[src/common/sit_pkg.sv]
/*
 * Shared constants and types for the sixteen-bit interval timer: register
 * offsets, control field layout, reset values and crossing delay.
 * Assumes a 32-bit classic Wishbone slave port with registers in the low 16 bits.
 */
package sit_pkg;
    // byte offsets of the register words
    localparam logic [3:0]  ADR_CONTROL        = 4'h0;
    localparam logic [3:0]  ADR_COUNT          = 4'h4;
    localparam logic [3:0]  ADR_PERIOD         = 4'h8;
    localparam logic [3:0]  ADR_STATUS         = 4'hC;
    // control field positions
    localparam int          BIT_RUN            = 15;
    localparam int          BIT_IDLE_HALT      = 13;
    localparam int          BIT_WRITE_BLOCK    = 12;
    localparam int          BIT_COUNT_PEND     = 11;
    localparam int          BIT_PERIOD_PEND    = 10;
    localparam int          BIT_ECLK_HI        = 9;
    localparam int          BIT_ECLK_LO        = 8;
    localparam int          BIT_GATED          = 7;
    localparam int          BIT_PSC_HI         = 5;
    localparam int          BIT_PSC_LO         = 4;
    localparam int          BIT_EXT_SYNC       = 2;
    localparam int          BIT_SOURCE         = 1;
    localparam int          BIT_EVENT          = 0;
    // reset values
    localparam logic [15:0] CONTROL_RST        = 16'h0000;
    localparam logic [15:0] COUNT_RST          = 16'h0000;
    localparam logic [15:0] PERIOD_RST         = 16'hFFFF;
    // extended clock choices
    localparam logic [1:0]  ECLK_PIN           = 2'h0;
    localparam logic [1:0]  ECLK_PERIPH        = 2'h1;
    localparam logic [1:0]  ECLK_OSC           = 2'h2;
    localparam logic [1:0]  ECLK_FRC           = 2'h3;
    // prescaler terminal counts (ratio minus one)
    localparam logic [7:0]  PSC_LAST_1         = 8'h00;
    localparam logic [7:0]  PSC_LAST_8         = 8'h07;
    localparam logic [7:0]  PSC_LAST_64        = 8'h3F;
    localparam logic [7:0]  PSC_LAST_256       = 8'hFF;
    // crossing timer load; a posted write spends four cycles crossing into the counting domain
    localparam logic [1:0]  ASYNC_XFER_LAST    = 2'h3;

    typedef struct packed {
        logic       run_control;
        logic       idle_halt;
        logic       async_write_block;
        logic [1:0] extended_clock_choice;
        logic       gated_accumulate;
        logic [1:0] prescale_select;
        logic       ext_sync_select;
        logic       source_select;
    } sit_ctrl_t;

    typedef struct packed {
        logic       sleep;
        logic       idle;
    } sit_power_t;
endpackage

[src/sit_timer.sv]
/*
 * Sixteen-bit interval timer/counter with prescaler, gating, sync and
 * async counting paths and posted writes, behind a classic Wishbone slave.
 * Assumes clock inputs from pins are slow against i_clk and are sampled
 * here; a faster oscillator than i_clk would lose edges.
 */
`timescale 1ns/1ps
module sit_timer (
    // clock and reset
    input  wire logic        i_clk,
    input  wire logic        i_rstn,
    // wishbone slave
    input  wire logic        i_wb_cyc,
    input  wire logic        i_wb_stb,
    input  wire logic        i_wb_we,
    input  wire logic [3:0]  i_wb_adr,
    input  wire logic [3:0]  i_wb_sel,
    input  wire logic [31:0] i_wb_dat,
    output logic      [31:0] o_wb_dat,
    output logic             o_wb_ack,
    // clock sources and gate
    input  wire logic        i_ext_count_pin,
    input  wire logic        i_osc_clock,
    input  wire logic        i_fast_rc_clock,
    // power state
    input  wire sit_pkg::sit_power_t i_power,
    // timer state
    output logic      [15:0] o_count_value,
    output logic             o_event
);
    sit_pkg::sit_ctrl_t ctrl_reg;
    logic [15:0]        count_reg;
    logic [15:0]        period_reg;
    logic               event_reg;
    logic               ack_reg;
    logic [31:0]        rdat_reg;
    logic [2:0]         sync_reg [3];
    logic [2:0]         edge_w;
    logic [2:0]         level_w;
    logic [7:0]         psc_cnt_reg;
    logic [7:0]         psc_last_w;
    logic               psc_tick_w;
    logic               psc_sync_reg;
    logic               src_tick_w;
    logic               inc_w;
    logic               async_mode_w;
    logic               gated_w;
    logic               gate_fall_w;
    logic               stalled_w;
    logic               req_w;
    logic               wr_w;
    logic               cw_ok_w;
    logic               pw_ok_w;
    logic               cw_pend_reg;
    logic               pw_pend_reg;
    logic [1:0]         cw_tmr_reg;
    logic [1:0]         pw_tmr_reg;
    logic [15:0]        cw_data_reg;
    logic [15:0]        pw_data_reg;
    logic               cw_apply_w;
    logic               pw_apply_w;
    logic [15:0]        ctrl_rd_w;

    // three-stage samplers: pin, oscillator, fast rc; a rise counts when stage 2 is high and stage 3 still low
    genvar g;
    generate
        for (g = 0; g < 3; g++) begin : g_sync
            logic pin_w;
            assign pin_w = (g == 0) ? i_ext_count_pin : ((g == 1) ? i_osc_clock : i_fast_rc_clock);
            always_ff @(posedge i_clk or negedge i_rstn) begin
                if (!i_rstn) begin
                    sync_reg[g] <= 3'h0;
                end else begin
                    sync_reg[g] <= {sync_reg[g][1:0], pin_w};
                end
            end
            assign edge_w[g]  = sync_reg[g][1] & ~sync_reg[g][2];
            assign level_w[g] = sync_reg[g][2];
        end
    endgenerate

    assign async_mode_w = ctrl_reg.source_select & ~ctrl_reg.ext_sync_select;
    assign gated_w      = ~ctrl_reg.source_select & ctrl_reg.gated_accumulate;
    assign gate_fall_w  = gated_w & ctrl_reg.run_control
                        & ~sync_reg[0][1] & sync_reg[0][2];
    // sleep stops the system clock path; only the async counter survives it
    assign stalled_w = ~ctrl_reg.run_control
                     | (i_power.idle & ctrl_reg.idle_halt)
                     | (i_power.sleep & ~async_mode_w);

    always_comb begin
        src_tick_w = 1'b0;
        if (!ctrl_reg.source_select) begin
            src_tick_w = gated_w ? level_w[0] : 1'b1;
        end else begin
            case (ctrl_reg.extended_clock_choice)
                sit_pkg::ECLK_PIN:    src_tick_w = edge_w[0];
                sit_pkg::ECLK_PERIPH: src_tick_w = 1'b1;
                sit_pkg::ECLK_OSC:    src_tick_w = edge_w[1];
                sit_pkg::ECLK_FRC:    src_tick_w = edge_w[2];
                default:              src_tick_w = 1'b0;
            endcase
        end
    end

    always_comb begin
        case (ctrl_reg.prescale_select)
            2'h0:    psc_last_w = sit_pkg::PSC_LAST_1;
            2'h1:    psc_last_w = sit_pkg::PSC_LAST_8;
            2'h2:    psc_last_w = sit_pkg::PSC_LAST_64;
            default: psc_last_w = sit_pkg::PSC_LAST_256;
        endcase
    end

    assign psc_tick_w = ~stalled_w & src_tick_w & (psc_cnt_reg == psc_last_w);

    always_ff @(posedge i_clk or negedge i_rstn) begin
        if (!i_rstn) begin
            psc_cnt_reg <= 8'h00;
        end else if (!ctrl_reg.run_control) begin
            psc_cnt_reg <= 8'h00;
        end else if (!stalled_w && src_tick_w) begin
            psc_cnt_reg <= (psc_cnt_reg == psc_last_w) ? 8'h00 : psc_cnt_reg + 8'h01;
        end
    end

    // extra stage on the prescaler output costs one cycle of latency in sync mode
    always_ff @(posedge i_clk or negedge i_rstn) begin
        if (!i_rstn) begin
            psc_sync_reg <= 1'b0;
        end else begin
            psc_sync_reg <= psc_tick_w & ctrl_reg.source_select & ctrl_reg.ext_sync_select;
        end
    end

    // sync counter uses the delayed tick, all other modes the direct one
    assign inc_w = (ctrl_reg.source_select && ctrl_reg.ext_sync_select) ?
                   (psc_sync_reg & ~stalled_w) : psc_tick_w;

    // wishbone decode
    assign req_w   = i_wb_cyc & i_wb_stb & ~ack_reg;
    assign wr_w    = req_w & i_wb_we & i_wb_sel[0] & i_wb_sel[1];
    assign cw_ok_w = wr_w && (i_wb_adr == sit_pkg::ADR_COUNT)
                   && !(ctrl_reg.run_control && ctrl_reg.source_select
                        && ctrl_reg.ext_sync_select)
                   && !(async_mode_w && ctrl_reg.async_write_block
                        && (cw_pend_reg || pw_pend_reg));
    assign pw_ok_w = wr_w && (i_wb_adr == sit_pkg::ADR_PERIOD)
                   && !(async_mode_w && ctrl_reg.async_write_block
                        && (cw_pend_reg || pw_pend_reg));

    always_ff @(posedge i_clk or negedge i_rstn) begin
        if (!i_rstn) begin
            ctrl_reg <= '0;
        end else if (wr_w && i_wb_adr == sit_pkg::ADR_CONTROL) begin
            ctrl_reg.run_control           <= i_wb_dat[sit_pkg::BIT_RUN];
            ctrl_reg.idle_halt             <= i_wb_dat[sit_pkg::BIT_IDLE_HALT];
            ctrl_reg.async_write_block     <= i_wb_dat[sit_pkg::BIT_WRITE_BLOCK];
            ctrl_reg.extended_clock_choice <= i_wb_dat[sit_pkg::BIT_ECLK_HI:sit_pkg::BIT_ECLK_LO];
            ctrl_reg.gated_accumulate      <= i_wb_dat[sit_pkg::BIT_GATED];
            ctrl_reg.prescale_select       <= i_wb_dat[sit_pkg::BIT_PSC_HI:sit_pkg::BIT_PSC_LO];
            ctrl_reg.ext_sync_select       <= i_wb_dat[sit_pkg::BIT_EXT_SYNC];
            ctrl_reg.source_select         <= i_wb_dat[sit_pkg::BIT_SOURCE];
        end
    end

    // posted writes: count and period write crossings
    assign cw_apply_w = cw_pend_reg & (cw_tmr_reg == 2'h0);
    assign pw_apply_w = pw_pend_reg & (pw_tmr_reg == 2'h0);

    always_ff @(posedge i_clk or negedge i_rstn) begin
        if (!i_rstn) begin
            cw_pend_reg <= 1'b0;
            cw_tmr_reg  <= 2'h0;
            cw_data_reg <= sit_pkg::COUNT_RST;
        end else if (cw_ok_w && async_mode_w) begin
            cw_pend_reg <= 1'b1;
            cw_tmr_reg  <= sit_pkg::ASYNC_XFER_LAST;
            cw_data_reg <= i_wb_dat[15:0];
        end else if (cw_apply_w) begin
            cw_pend_reg <= 1'b0;
        end else if (cw_pend_reg) begin
            cw_tmr_reg  <= cw_tmr_reg - 2'h1;
        end
    end

    always_ff @(posedge i_clk or negedge i_rstn) begin
        if (!i_rstn) begin
            pw_pend_reg <= 1'b0;
            pw_tmr_reg  <= 2'h0;
            pw_data_reg <= sit_pkg::PERIOD_RST;
        end else if (pw_ok_w && async_mode_w) begin
            pw_pend_reg <= 1'b1;
            pw_tmr_reg  <= sit_pkg::ASYNC_XFER_LAST;
            pw_data_reg <= i_wb_dat[15:0];
        end else if (pw_apply_w) begin
            pw_pend_reg <= 1'b0;
        end else if (pw_pend_reg) begin
            pw_tmr_reg  <= pw_tmr_reg - 2'h1;
        end
    end

    always_ff @(posedge i_clk or negedge i_rstn) begin
        if (!i_rstn) begin
            period_reg <= sit_pkg::PERIOD_RST;
        end else if (pw_ok_w && !async_mode_w) begin
            period_reg <= i_wb_dat[15:0];
        end else if (pw_apply_w) begin
            period_reg <= pw_data_reg;
        end
    end

    // a software load beats an increment in the same cycle
    always_ff @(posedge i_clk or negedge i_rstn) begin
        if (!i_rstn) begin
            count_reg <= sit_pkg::COUNT_RST;
        end else if (cw_ok_w && !async_mode_w) begin
            count_reg <= i_wb_dat[15:0];
        end else if (cw_apply_w) begin
            count_reg <= cw_data_reg;
        end else if (inc_w) begin
            count_reg <= (count_reg == period_reg) ? 16'h0000 : count_reg + 16'h1;
        end
    end
    // set wins over the write-one-to-clear
    always_ff @(posedge i_clk or negedge i_rstn) begin
        if (!i_rstn) begin
            event_reg <= 1'b0;
        end else if ((inc_w && count_reg == period_reg && !gated_w) || gate_fall_w) begin
            event_reg <= 1'b1;
        end else if (wr_w && i_wb_adr == sit_pkg::ADR_STATUS && i_wb_dat[sit_pkg::BIT_EVENT]) begin
            event_reg <= 1'b0;
        end
    end

    always_comb begin
        ctrl_rd_w = 16'h0000;
        ctrl_rd_w[sit_pkg::BIT_RUN]         = ctrl_reg.run_control;
        ctrl_rd_w[sit_pkg::BIT_IDLE_HALT]   = ctrl_reg.idle_halt;
        ctrl_rd_w[sit_pkg::BIT_WRITE_BLOCK] = ctrl_reg.async_write_block;
        ctrl_rd_w[sit_pkg::BIT_COUNT_PEND]  = cw_pend_reg;
        ctrl_rd_w[sit_pkg::BIT_PERIOD_PEND] = pw_pend_reg;
        ctrl_rd_w[sit_pkg::BIT_ECLK_HI:sit_pkg::BIT_ECLK_LO] = ctrl_reg.extended_clock_choice;
        ctrl_rd_w[sit_pkg::BIT_GATED]       = ctrl_reg.gated_accumulate;
        ctrl_rd_w[sit_pkg::BIT_PSC_HI:sit_pkg::BIT_PSC_LO] = ctrl_reg.prescale_select;
        ctrl_rd_w[sit_pkg::BIT_EXT_SYNC]    = ctrl_reg.ext_sync_select;
        ctrl_rd_w[sit_pkg::BIT_SOURCE]      = ctrl_reg.source_select;
    end

    always_ff @(posedge i_clk or negedge i_rstn) begin
        if (!i_rstn) begin
            ack_reg  <= 1'b0;
            rdat_reg <= 32'h0000_0000;
        end else begin
            ack_reg <= req_w;
            if (req_w) begin
                case (i_wb_adr)
                    sit_pkg::ADR_CONTROL: rdat_reg <= {16'h0000, ctrl_rd_w};
                    sit_pkg::ADR_COUNT:   rdat_reg <= {16'h0000, count_reg};
                    sit_pkg::ADR_PERIOD:  rdat_reg <= {16'h0000, period_reg};
                    sit_pkg::ADR_STATUS:  rdat_reg <= {31'h0000_0000, event_reg};
                    default:              rdat_reg <= 32'h0000_0000;
                endcase
            end
        end
    end

    assign o_wb_ack      = ack_reg;
    assign o_wb_dat      = rdat_reg;
    assign o_count_value = count_reg;
    assign o_event       = event_reg;
    a_ctrl_zero_bits :
    assert property (@(posedge i_clk) disable iff (!i_rstn)
        req_w && i_wb_adr == sit_pkg::ADR_CONTROL |=> rdat_reg[14] == 1'b0 && rdat_reg[6] == 1'b0
        && rdat_reg[3] == 1'b0 && rdat_reg[0] == 1'b0)
    else $error("unimplemented control bit read nonzero");
    a_stop_holds :
    assert property (@(posedge i_clk) disable iff (!i_rstn)
        !ctrl_reg.run_control && !cw_ok_w && !cw_apply_w |=> $stable(count_reg))
    else $error("count moved while stopped");
    a_period_wrap :
    assert property (@(posedge i_clk) disable iff (!i_rstn)
        inc_w && count_reg == period_reg && !cw_ok_w && !cw_apply_w && !gated_w
        |=> count_reg == 16'h0000 && event_reg)
    else $error("period match did not wrap and flag");
    a_count_pending :
    assert property (@(posedge i_clk) disable iff (!i_rstn)
        cw_ok_w && async_mode_w |=> cw_pend_reg [*4] ##1 !cw_pend_reg)
    else $error("count pending flag wrong length");
    a_period_pending :
    assert property (@(posedge i_clk) disable iff (!i_rstn) pw_ok_w && async_mode_w
        |=> pw_pend_reg [*4] ##1 (!pw_pend_reg && period_reg == $past(pw_data_reg)))
    else $error("period posted write wrong");
    a_write_blocked :
    assert property (@(posedge i_clk) disable iff (!i_rstn)
        async_mode_w && ctrl_reg.async_write_block && cw_pend_reg |-> !cw_ok_w && !pw_ok_w)
    else $error("write accepted while blocked");
    a_sync_count_wr :
    assert property (@(posedge i_clk) disable iff (!i_rstn)
        ctrl_reg.run_control && ctrl_reg.source_select && ctrl_reg.ext_sync_select |-> !cw_ok_w)
    else $error("count write taken in sync counter mode");
    a_idle_halt :
    assert property (@(posedge i_clk) disable iff (!i_rstn)
        i_power.idle && ctrl_reg.idle_halt |-> !inc_w)
    else $error("counted during idle halt");
    // only back-to-back source ticks pin the previous prescaler value; sparse sources hold it
    a_psc_eight :
    assert property (@(posedge i_clk) disable iff (!i_rstn) psc_tick_w && $past(src_tick_w)
        && !$past(stalled_w) && ctrl_reg.prescale_select == 2'h1 |-> $past(psc_cnt_reg) == 8'h06)
    else $error("divide by eight tick misplaced");
    a_ack_drop :
    assert property (@(posedge i_clk) disable iff (!i_rstn)
        o_wb_ack |=> !o_wb_ack)
    else $error("ack held two cycles");
    c_wrap : cover property (@(posedge i_clk) disable iff (!i_rstn)
        inc_w && count_reg == period_reg);
    c_gate_fall : cover property (@(posedge i_clk) disable iff (!i_rstn) gate_fall_w);
    c_async_done : cover property (@(posedge i_clk) disable iff (!i_rstn) cw_apply_w);
endmodule

[config.mk]
export PLATFORM = sky130hd
export DESIGN_NAME = sit_timer
export DESIGN_NICKNAME = d
export VERILOG_FILES = /design/src/common/sit_pkg.sv /design/src/sit_timer.sv
export SDC_FILE = /design/constraint.sdc
export NUM_CORES = 1
export LEC_CHECK = 0
export BUFFER_PORTS_ARGS = -buffer_cell sky130_fd_sc_hd__buf_2
export CORE_ASPECT_RATIO = 1.4
export CORE_MARGIN = 2
export CORE_UTILIZATION = 30
export DETAILED_ROUTE_END_ITERATION = 12
export PLACE_DENSITY = 0.49
export RECOVER_POWER = 50
export SETUP_SLACK_MARGIN = 0.1
export SYNTH_ARGS = -nofsm -noshare
export SYNTH_HDL_FRONTEND = slang
export SYNTH_SLANG_ARGS = --single-unit
[constraint.sdc]
create_clock -name i_clk -period 5.1 [get_ports i_clk]
set_input_delay 0.255 -clock i_clk [delete_from_list [all_inputs] [get_ports i_clk]]
set_output_delay 0.255 -clock i_clk [all_outputs]
set_load 0.03 [all_outputs]
==> impl_summary.txt, run 1 <==
----------------------------------------------------
[Routing]
  DRC violation total after the first TritonRoute iteration ... 271
  Remaining antenna violation count after routing ... 0
  Routed vias/inst ... 5.004
  Final Routed Wirelength ... 16.77 mm
  Per-cell routed wire length ... 18.17 um
  Post-detailed-route DRC marker count ... 0
  Length of the first detailed-routing pass in iterations ... 4
  DR vias ... 4,619

[Floorplanning]
  Vertical extent of the die ... 174.4 um
  Total die area ... 21,920 um2
  I/O Pins ... 100
  Initial cell density of the core ... 30.49%
  Rows ... 62
  Horizontal extent of the die ... 125.7 um
  Core Box Area ... 20,400 um2

[Clock tree]
  Cts repair resizes ... 0
  Hold Buf Count CTS ... 3
  TritonCTS clock tree ... done
  Max clock buf depth ... 2
  Root Buffer ... sky130_fd_sc_hd__clkbuf_16
  Worst-skew pair later-pin latency ... 0.41 ns
  Cts bufs inserted ... 17
  Sink Count ... 116
  Htree depth ... 4
  Clock slew at the register clock pins of the worst setup and hold paths ... 0.06 ns
  Post-CTS Setup Bufs ... 0

[Critical path]
  CP Capture Type ... register
  Crit-path max FO ... 19
  Worst setup path endpoint ... cw_data_reg[13]
  R2r setup slk ... 1.84 ns
  Worst setup path startpoint ... o_wb_ack
  WS Path Type ... reg -> reg
  Slowest stage delay, CP ... 0.85 ns
  Endpoint of the worst-slack reg-to-reg timing path ... cw_data_reg[13]
  WP data arrival ... 3.55 ns
  Number of buffer and inverter instances along the worst setup path ... 0
  Critical Path Stages ... 5
  Required time at the worst-slack endpoint ... 5.39 ns
  Worst-path cell chain ... nand3b_1 -> or4_1 -> nor2_1 -> and2_1 -> mux2_2
  Slowest stage cell on the critical path ... sky130_fd_sc_hd__or4_1
  Crit path max-delay family ... simple AND/OR/NAND/NOR gates
  Kind of start point of the critical path ... register
  Critical R2R Launch ... o_wb_ack
  Number of cell instances on the worst register-to-register path ... 5

[Status]
  Violations in the final reports ... hold timing, capacitance limit, slew limit
  Result of the run ... finished with violations

[Logic synthesis]
  Area fraction in compound gates after synthesis ... 11.65%
  Most common library cells after synthesis ... sky130_fd_sc_hd__dfrtp_1, sky130_fd_sc_hd__nand2_1, sky130_fd_sc_hd__nor2_1, sky130_fd_sc_hd__o21ai_0, sky130_fd_sc_hd__mux2_2
  Share of the yosys chip area belonging to registers ... 47.31%
  Count of synthesis-stage warnings from yosys ... 0
  Yosys top cell area share ... 33.80%
  Main combinational cell family by area after synthesis ... simple AND/OR/NAND/NOR gates
  Area fraction in and, or, nand and nor cells after synthesis ... 16.46%
  Main flop type after synthesis ... sky130_fd_sc_hd__dfrtp_1
  Post-synthesis sequential element count ... 116
  Synthesized instance count ... 604
  Syn avg cell area ... 10.30 um2
  Ys async rst share ... 100.0%
  Synthesized area ... 6220 um2
  Adder-cell share of the synthesized area ... 0.8047%
  Most used standard cell by instance count after synthesis ... sky130_fd_sc_hd__dfrtp_1
  Main area contributors after synthesis ... sky130_fd_sc_hd__dfrtp_1, sky130_fd_sc_hd__dfstp_2, sky130_fd_sc_hd__mux2_2
  Count of flip-flops with a built-in enable after synthesis ... 0
  Library cell with the largest summed area after synthesis ... sky130_fd_sc_hd__dfrtp_1
  Mux contribution to synthesized area ... 12.89%
  Distinct cell type count of the synthesized netlist ... 63
  Post-synthesis share of cell area spent on xor and xnor gates ... 4.647%

[Min path]
  Class of the most critical hold timing path ... in -> async

[Global routing]
  Initial antenna violation count ... 1
  Total global routing track utilization ... 15.62%
  Pin count of the biggest net entering global routing ... 75
  Wire length of the first global-routing pass ... 26.53 mm
  Vias in the first global route ... 4,655
  Aggregate global routing overflow ... 0

[Timing]
  Slew of the pin with the lowest slew margin ... 2.356 ns
  Post-layout worst setup margin ... 1.837 ns
  Tightest hold margin ... -0.008390 ns
  Peak Freq ... 306.5 MHz
  Share of the cycle needed by the critical path after routing ... 63.97%
  Post-layout minimum cycle time ... 3.263 ns
  Total negative setup slack ... 0 ns
  Tightest slew margin relative to the limit ... -57.08%
  Final setup violation count ... 0
  RSZ-0062 raised after global routing ... false
  Hold violation total from the final report ... 4
  Total count of max-transition violations in the final report ... 44
  Final Skew ... 0.01372 ns

[Placement]
  Port buffer count ... 65
  Estimated wirelength of the detail-placed design ... 11.79 mm
  GP Congestion ... 0.7816
  Post-placement setup slack ... 2.202 ns
  Cell count after placement ... 887

[Power and ir drop]
  Cell Pwr Density ... 437.9 nW/um2
  Standby leakage power ... 3.304 nW
  Overall power after layout ... 0.003164 W
  Largest voltage drop on the vdd net ... 0.2312 mV

[Cells and area]
  Non-filler instance count after layout ... 923
  Net total in the final layout ... 707
  # fillers ... 2,090
  Fraction of final layout cells sized beyond drive strength 1 ... 26.28%
  Syn-to-layout area delta ... 16.17%

[Flow run]
  Max-cap violations ... 1

----------------------------------------------------
[metal layers]
| metal | share of wire, % | GRT usage, % | up-vias |
|---|---|---|---|
| li1 | - | - | 2172 |
| met5 | 0 | 0 | - |
| met1 | 42 | 19.31 | 2292 |
| met4 | 2.5 | 5.972 | 0 |
| met3 | 5.0 | 3.201 | 22 |
| met2 | 50 | 26.69 | 133 |
[cell families after synthesis]
group / count (synthesis)
AOI/OAI and AO/OA: 103
and+or+nand+nor: 208
DFF: 116
other: 1
adders and majority gates: 4
buffers and inverters: 68
xor gates and xnor gates: 33
muxes: 71
[per-stage QoR]
step	instance area, um2	util (%)
6_report	7226	35.42
5_1_grt	7226	35.42
4_1_cts	7262	35.59
3_5_place_dp	6608	32.39
3_3_place_gp	6608	32.39
2_1_floorplan	6276	-
[cell type report]
type                            count  area, um2  area share [%]
Clock inverter                     14      185.2           2.563
Timing Repair Buffer               71      354.1           4.900
Clock buffer                       18      439.2           6.078
Tap cell                          256      320.3           4.433
Antenna cell                        1      2.502         0.03463
Multi-Input combinational cell    435       2937           40.64
Sequential cell                   116       2943           40.73
Inverter                           12      45.04          0.6234
[cell usage in the layout (no fill, tap or decap), types with 5 or more instances in the layout]
cell type,instances
sky130_fd_sc_hd__clkinv_2,5
sky130_fd_sc_hd__dfrtp_1,84
sky130_fd_sc_hd__nor3_1,5
sky130_fd_sc_hd__nand2b_1,11
sky130_fd_sc_hd__xnor2_1,11
sky130_fd_sc_hd__clkbuf_16,17
sky130_fd_sc_hd__o31ai_1,5
sky130_fd_sc_hd__nor4_1,7
sky130_fd_sc_hd__clkbuf_1,19
sky130_fd_sc_hd__mux2i_1,28
sky130_fd_sc_hd__mux2_4,10
sky130_fd_sc_hd__mux2_2,33
sky130_fd_sc_hd__nor2b_1,6
sky130_fd_sc_hd__nand3_1,22
sky130_fd_sc_hd__nand2_1,78
sky130_fd_sc_hd__a21oi_1,17
sky130_fd_sc_hd__xor2_1,22
sky130_fd_sc_hd__o31ai_2,10
sky130_fd_sc_hd__conb_1,16
sky130_fd_sc_hd__and3_1,13
sky130_fd_sc_hd__inv_1,12
sky130_fd_sc_hd__buf_2,46
sky130_fd_sc_hd__o21ai_0,40
sky130_fd_sc_hd__dfstp_2,32
sky130_fd_sc_hd__nor2_1,40
[power by group]
group	total (W)	leakage, nW	switching, W	internal [W]
sequential	0.00117	1.39	0.000166	0.00101
combinational	0.000732	1.61	0.000459	0.000273
clock	0.00126	0.301	0.000433	0.000826
total	0.00316	3.30	0.00106	0.00211
[worst min-delay path by stage]
stage	to	slack, ns	cells past startpoint
after floorplan	ctrl_rd_w[12]	-0.04	0
after global placement	sync_reg[4]	0.34	0
after detailed placement	sync_reg[7]	0.34	0
after CTS	o_count_value[1]	0.04	1
after global routing	cw_data_reg[3]	0.07	1
final	cw_data_reg[1]	-0.008	1
Note: power is estimated with default switching activity, not from simulation.
==> run 2, diff against run 1 <==
--- a/config.mk
+++ b/config.mk
@@ -10,7 +10,7 @@
 export CORE_MARGIN = 2
 export CORE_UTILIZATION = 30
 export DETAILED_ROUTE_END_ITERATION = 12
-export PLACE_DENSITY = 0.49
+export PLACE_DENSITY = 0.5
 export RECOVER_POWER = 50
 export SETUP_SLACK_MARGIN = 0.1
 export SYNTH_ARGS = -nofsm -noshare
==> constraint.sdc (replaced) <==
create_clock -name i_clk -period 2.7 [get_ports i_clk]
set_input_delay 0.135 -clock i_clk [delete_from_list [all_inputs] [get_ports i_clk]]
set_output_delay 0.135 -clock i_clk [all_outputs]
set_load 0.03 [all_outputs]
==> run 2 against run 1 <==
Net effect:
- the flow finishes with violations (capacitance limit, slew limit)
- utilization grew 1.3 points
- largest power group unchanged
- global-route usage grew 0.33 points
- sequential share of layout area shrank 1.4 points
- setup slack lost 1.6 ns
- die area is the same
- flip-flop and latch count is the same
- first-iteration DRC count grew 11%
- sequential power grew 79%
- cell count grew 3.8%
- critical path depth grew 1
==> impl_summary.txt, run 2 (synthesis gave the netlist of run 1 again) <==
----------------------------------------------------
[Status]
  Result of the run ... finished with violations
  Violations in the final reports ... capacitance limit, slew limit

[Clock tree]
  Root Buffer ... sky130_fd_sc_hd__clkbuf_16
  Cts bufs inserted ... 17
  Post-CTS Setup Bufs ... 0
  Max clock buf depth ... 2
  Sink Count ... 116
  Clock slew at the register clock pins of the worst setup and hold paths ... 0.05 ns
  Cts repair resizes ... 0
  Hold Buf Count CTS ... 17
  Worst-skew pair later-pin latency ... 0.41 ns
  TritonCTS clock tree ... done
  Htree depth ... 4

[Critical path]
  Kind of start point of the critical path ... register
  WP data arrival ... 2.73 ns
  Worst setup path endpoint ... o_count_value[9]
  Critical Path Stages ... 6
  Number of buffer and inverter instances along the worst setup path ... 1
  Slowest stage cell on the critical path ... sky130_fd_sc_hd__or4_1
  Critical R2R Launch ... o_wb_ack
  Crit-path max FO ... 16
  Crit path max-delay family ... simple AND/OR/NAND/NOR gates
  Slowest stage delay, CP ... 0.65 ns
  Number of cell instances on the worst register-to-register path ... 6
  Worst setup path startpoint ... o_wb_ack
  WS Path Type ... reg -> reg
  Worst-path cell chain ... nand3b_4 -> or4_1 -> and3b_1 -> buf_4 -> nand2_1 -> o31ai_2
  CP Capture Type ... register
  R2r setup slk ... 0.28 ns
  Endpoint of the worst-slack reg-to-reg timing path ... o_count_value[9]
  Required time at the worst-slack endpoint ... 3.01 ns

[Routing]
  Length of the first detailed-routing pass in iterations ... 5
  Final Routed Wirelength ... 16.98 mm
  Post-detailed-route DRC marker count ... 0
  Routed vias/inst ... 5.003
  Remaining antenna violation count after routing ... 0
  DRC violation total after the first TritonRoute iteration ... 301
  Per-cell routed wire length ... 17.72 um
  DR vias ... 4,793

[Floorplanning]
  Horizontal extent of the die ... 125.7 um
  Initial cell density of the core ... 30.49%
  Vertical extent of the die ... 174.4 um
  Rows ... 62
  Total die area ... 21,920 um2
  Core Box Area ... 20,400 um2
  I/O Pins ... 100

[Power and ir drop]
  Cell Pwr Density ... 782.6 nW/um2
  Standby leakage power ... 3.495 nW
  Largest voltage drop on the vdd net ... 0.4342 mV

[Cells and area]
  Fraction of final layout cells sized beyond drive strength 1 ... 29.20%
  Net total in the final layout ... 743
  Syn-to-layout area delta ... 20.30%
  Antenna Diode Count ... 0
  Leading cell types in the layout, fill and taps excluded ... sky130_fd_sc_hd__dfrtp_1, sky130_fd_sc_hd__nand2_1, sky130_fd_sc_hd__buf_2
  Most common library cell in the layout ignoring fill and taps ... sky130_fd_sc_hd__dfrtp_1

[Timing]
  Tightest slew margin relative to the limit ... -8.644%
  Slew of the pin with the lowest slew margin ... 1.630 ns
  Post-layout minimum cycle time ... 2.420 ns
  Peak Freq ... 413.1 MHz
  Hold violation total from the final report ... 0
  RSZ-0062 raised after global routing ... false
  Share of the cycle needed by the critical path after routing ... 89.65%
  Post-layout worst setup margin ... 0.2795 ns
  Total negative setup slack ... 0 ns
  Total count of max-transition violations in the final report ... 117
  Final Skew ... 0.01092 ns
  Final setup violation count ... 0

[Global routing]
  Total global routing track utilization ... 15.95%
  Aggregate global routing overflow ... 0
  Pin count of the biggest net entering global routing ... 117
  Vias in the first global route ... 4,792
  Initial antenna violation count ... 0
  Wire length of the first global-routing pass ... 27.30 mm

[Placement]
  Post-placement setup slack ... 0.3136 ns
  GP Congestion ... 0.7929
  Estimated wirelength of the detail-placed design ... 12.09 mm
  Port buffer count ... 65

[Min path]
  Class of the most critical hold timing path ... in -> reg

[Flow run]
  Max-cap violations ... 1

----------------------------------------------------
run 2: changes by cell type in the layout (fill, tap and decap cells not counted), moves of 7 or more:
cell / before / now
sky130_fd_sc_hd__clkbuf_1: 19 / 12
sky130_fd_sc_hd__dlygate4sd3_1: 3 / 17
sky130_fd_sc_hd__buf_4: 3 / 23
sky130_fd_sc_hd__buf_2: 46 / 57
run 2: through the flow:
step	area (um2)	total power (W)	util [%]	hold slack [ns]	cells
2_1_floorplan	6276	0.003184	-	-0.1606	619
3_3_place_gp	6785	0.003731	33.26	0.2430	909
3_5_place_dp	6785	0.003754	33.26	0.2444	909
4_1_cts	7507	0.005925	36.80	0.01108	958
5_1_grt	7482	0.006166	36.67	0.01815	958
6_report	7482	0.005856	36.67	0.02291	958
run 2: area by class of cell:
type                            instances  area (um2)
Timing Repair Buffer                  107       673.1
Clock buffer                           21       440.4
Multi-Input combinational cell        435        2949
Inverter                               12       45.04
Sequential cell                       116        2943
Clock inverter                         11       111.4
Fill cell                            2063       12920
Tap cell                              256       320.3
run 2: worst min path at each step:
| stage | slack [ns] | to | startpoint | cells past startpoint |
|---|---|---|---|---|
| 2_1_floorplan | -0.16 | ctrl_rd_w[12] | i_rstn | 0 |
| 3_3_place_gp | 0.24 | sync_reg[3] | i_osc_clock | 1 |
| 3_5_place_dp | 0.24 | sync_reg[3] | i_osc_clock | 1 |
| 4_1_cts | 0.01 | period_reg[12] | i_wb_dat[12] | 3 |
| 5_1_grt | 0.02 | period_reg[8] | i_wb_dat[8] | 3 |
| 6_report | 0.02 | period_reg[8] | i_wb_dat[8] | 3 |
run 2: report_power, final:
| group | internal, W | leakage, nW | switching [W] | total [W] |
|---|---|---|---|---|
| Sequential | 0.00190 | 1.39 | 0.000193 | 0.00210 |
| Combinational | 0.000610 | 1.83 | 0.00102 | 0.00163 |
| Clock | 0.00135 | 0.274 | 0.000780 | 0.00213 |
| Total | 0.00386 | 3.50 | 0.00200 | 0.00586 |
run 2: layer usage:
layer	global-route usage (%)	share of wire [%]	up-vias
li1	-	-	2248
met1	20.31	44	2373
met2	26.53	49	149
met3	3.447	4.5	23
met4	5.926	2.4	0
met5	0	0	-
run 2: worst register-to-register path, cell delays in order, from the launching register on:
cell	delay, ns
sky130_fd_sc_hd__dfrtp_1	0.37
sky130_fd_sc_hd__nand3b_4	0.15
sky130_fd_sc_hd__or4_1	0.65
sky130_fd_sc_hd__and3b_1	0.63
sky130_fd_sc_hd__buf_4	0.35
sky130_fd_sc_hd__nand2_1	0.11
sky130_fd_sc_hd__o31ai_2	0.07
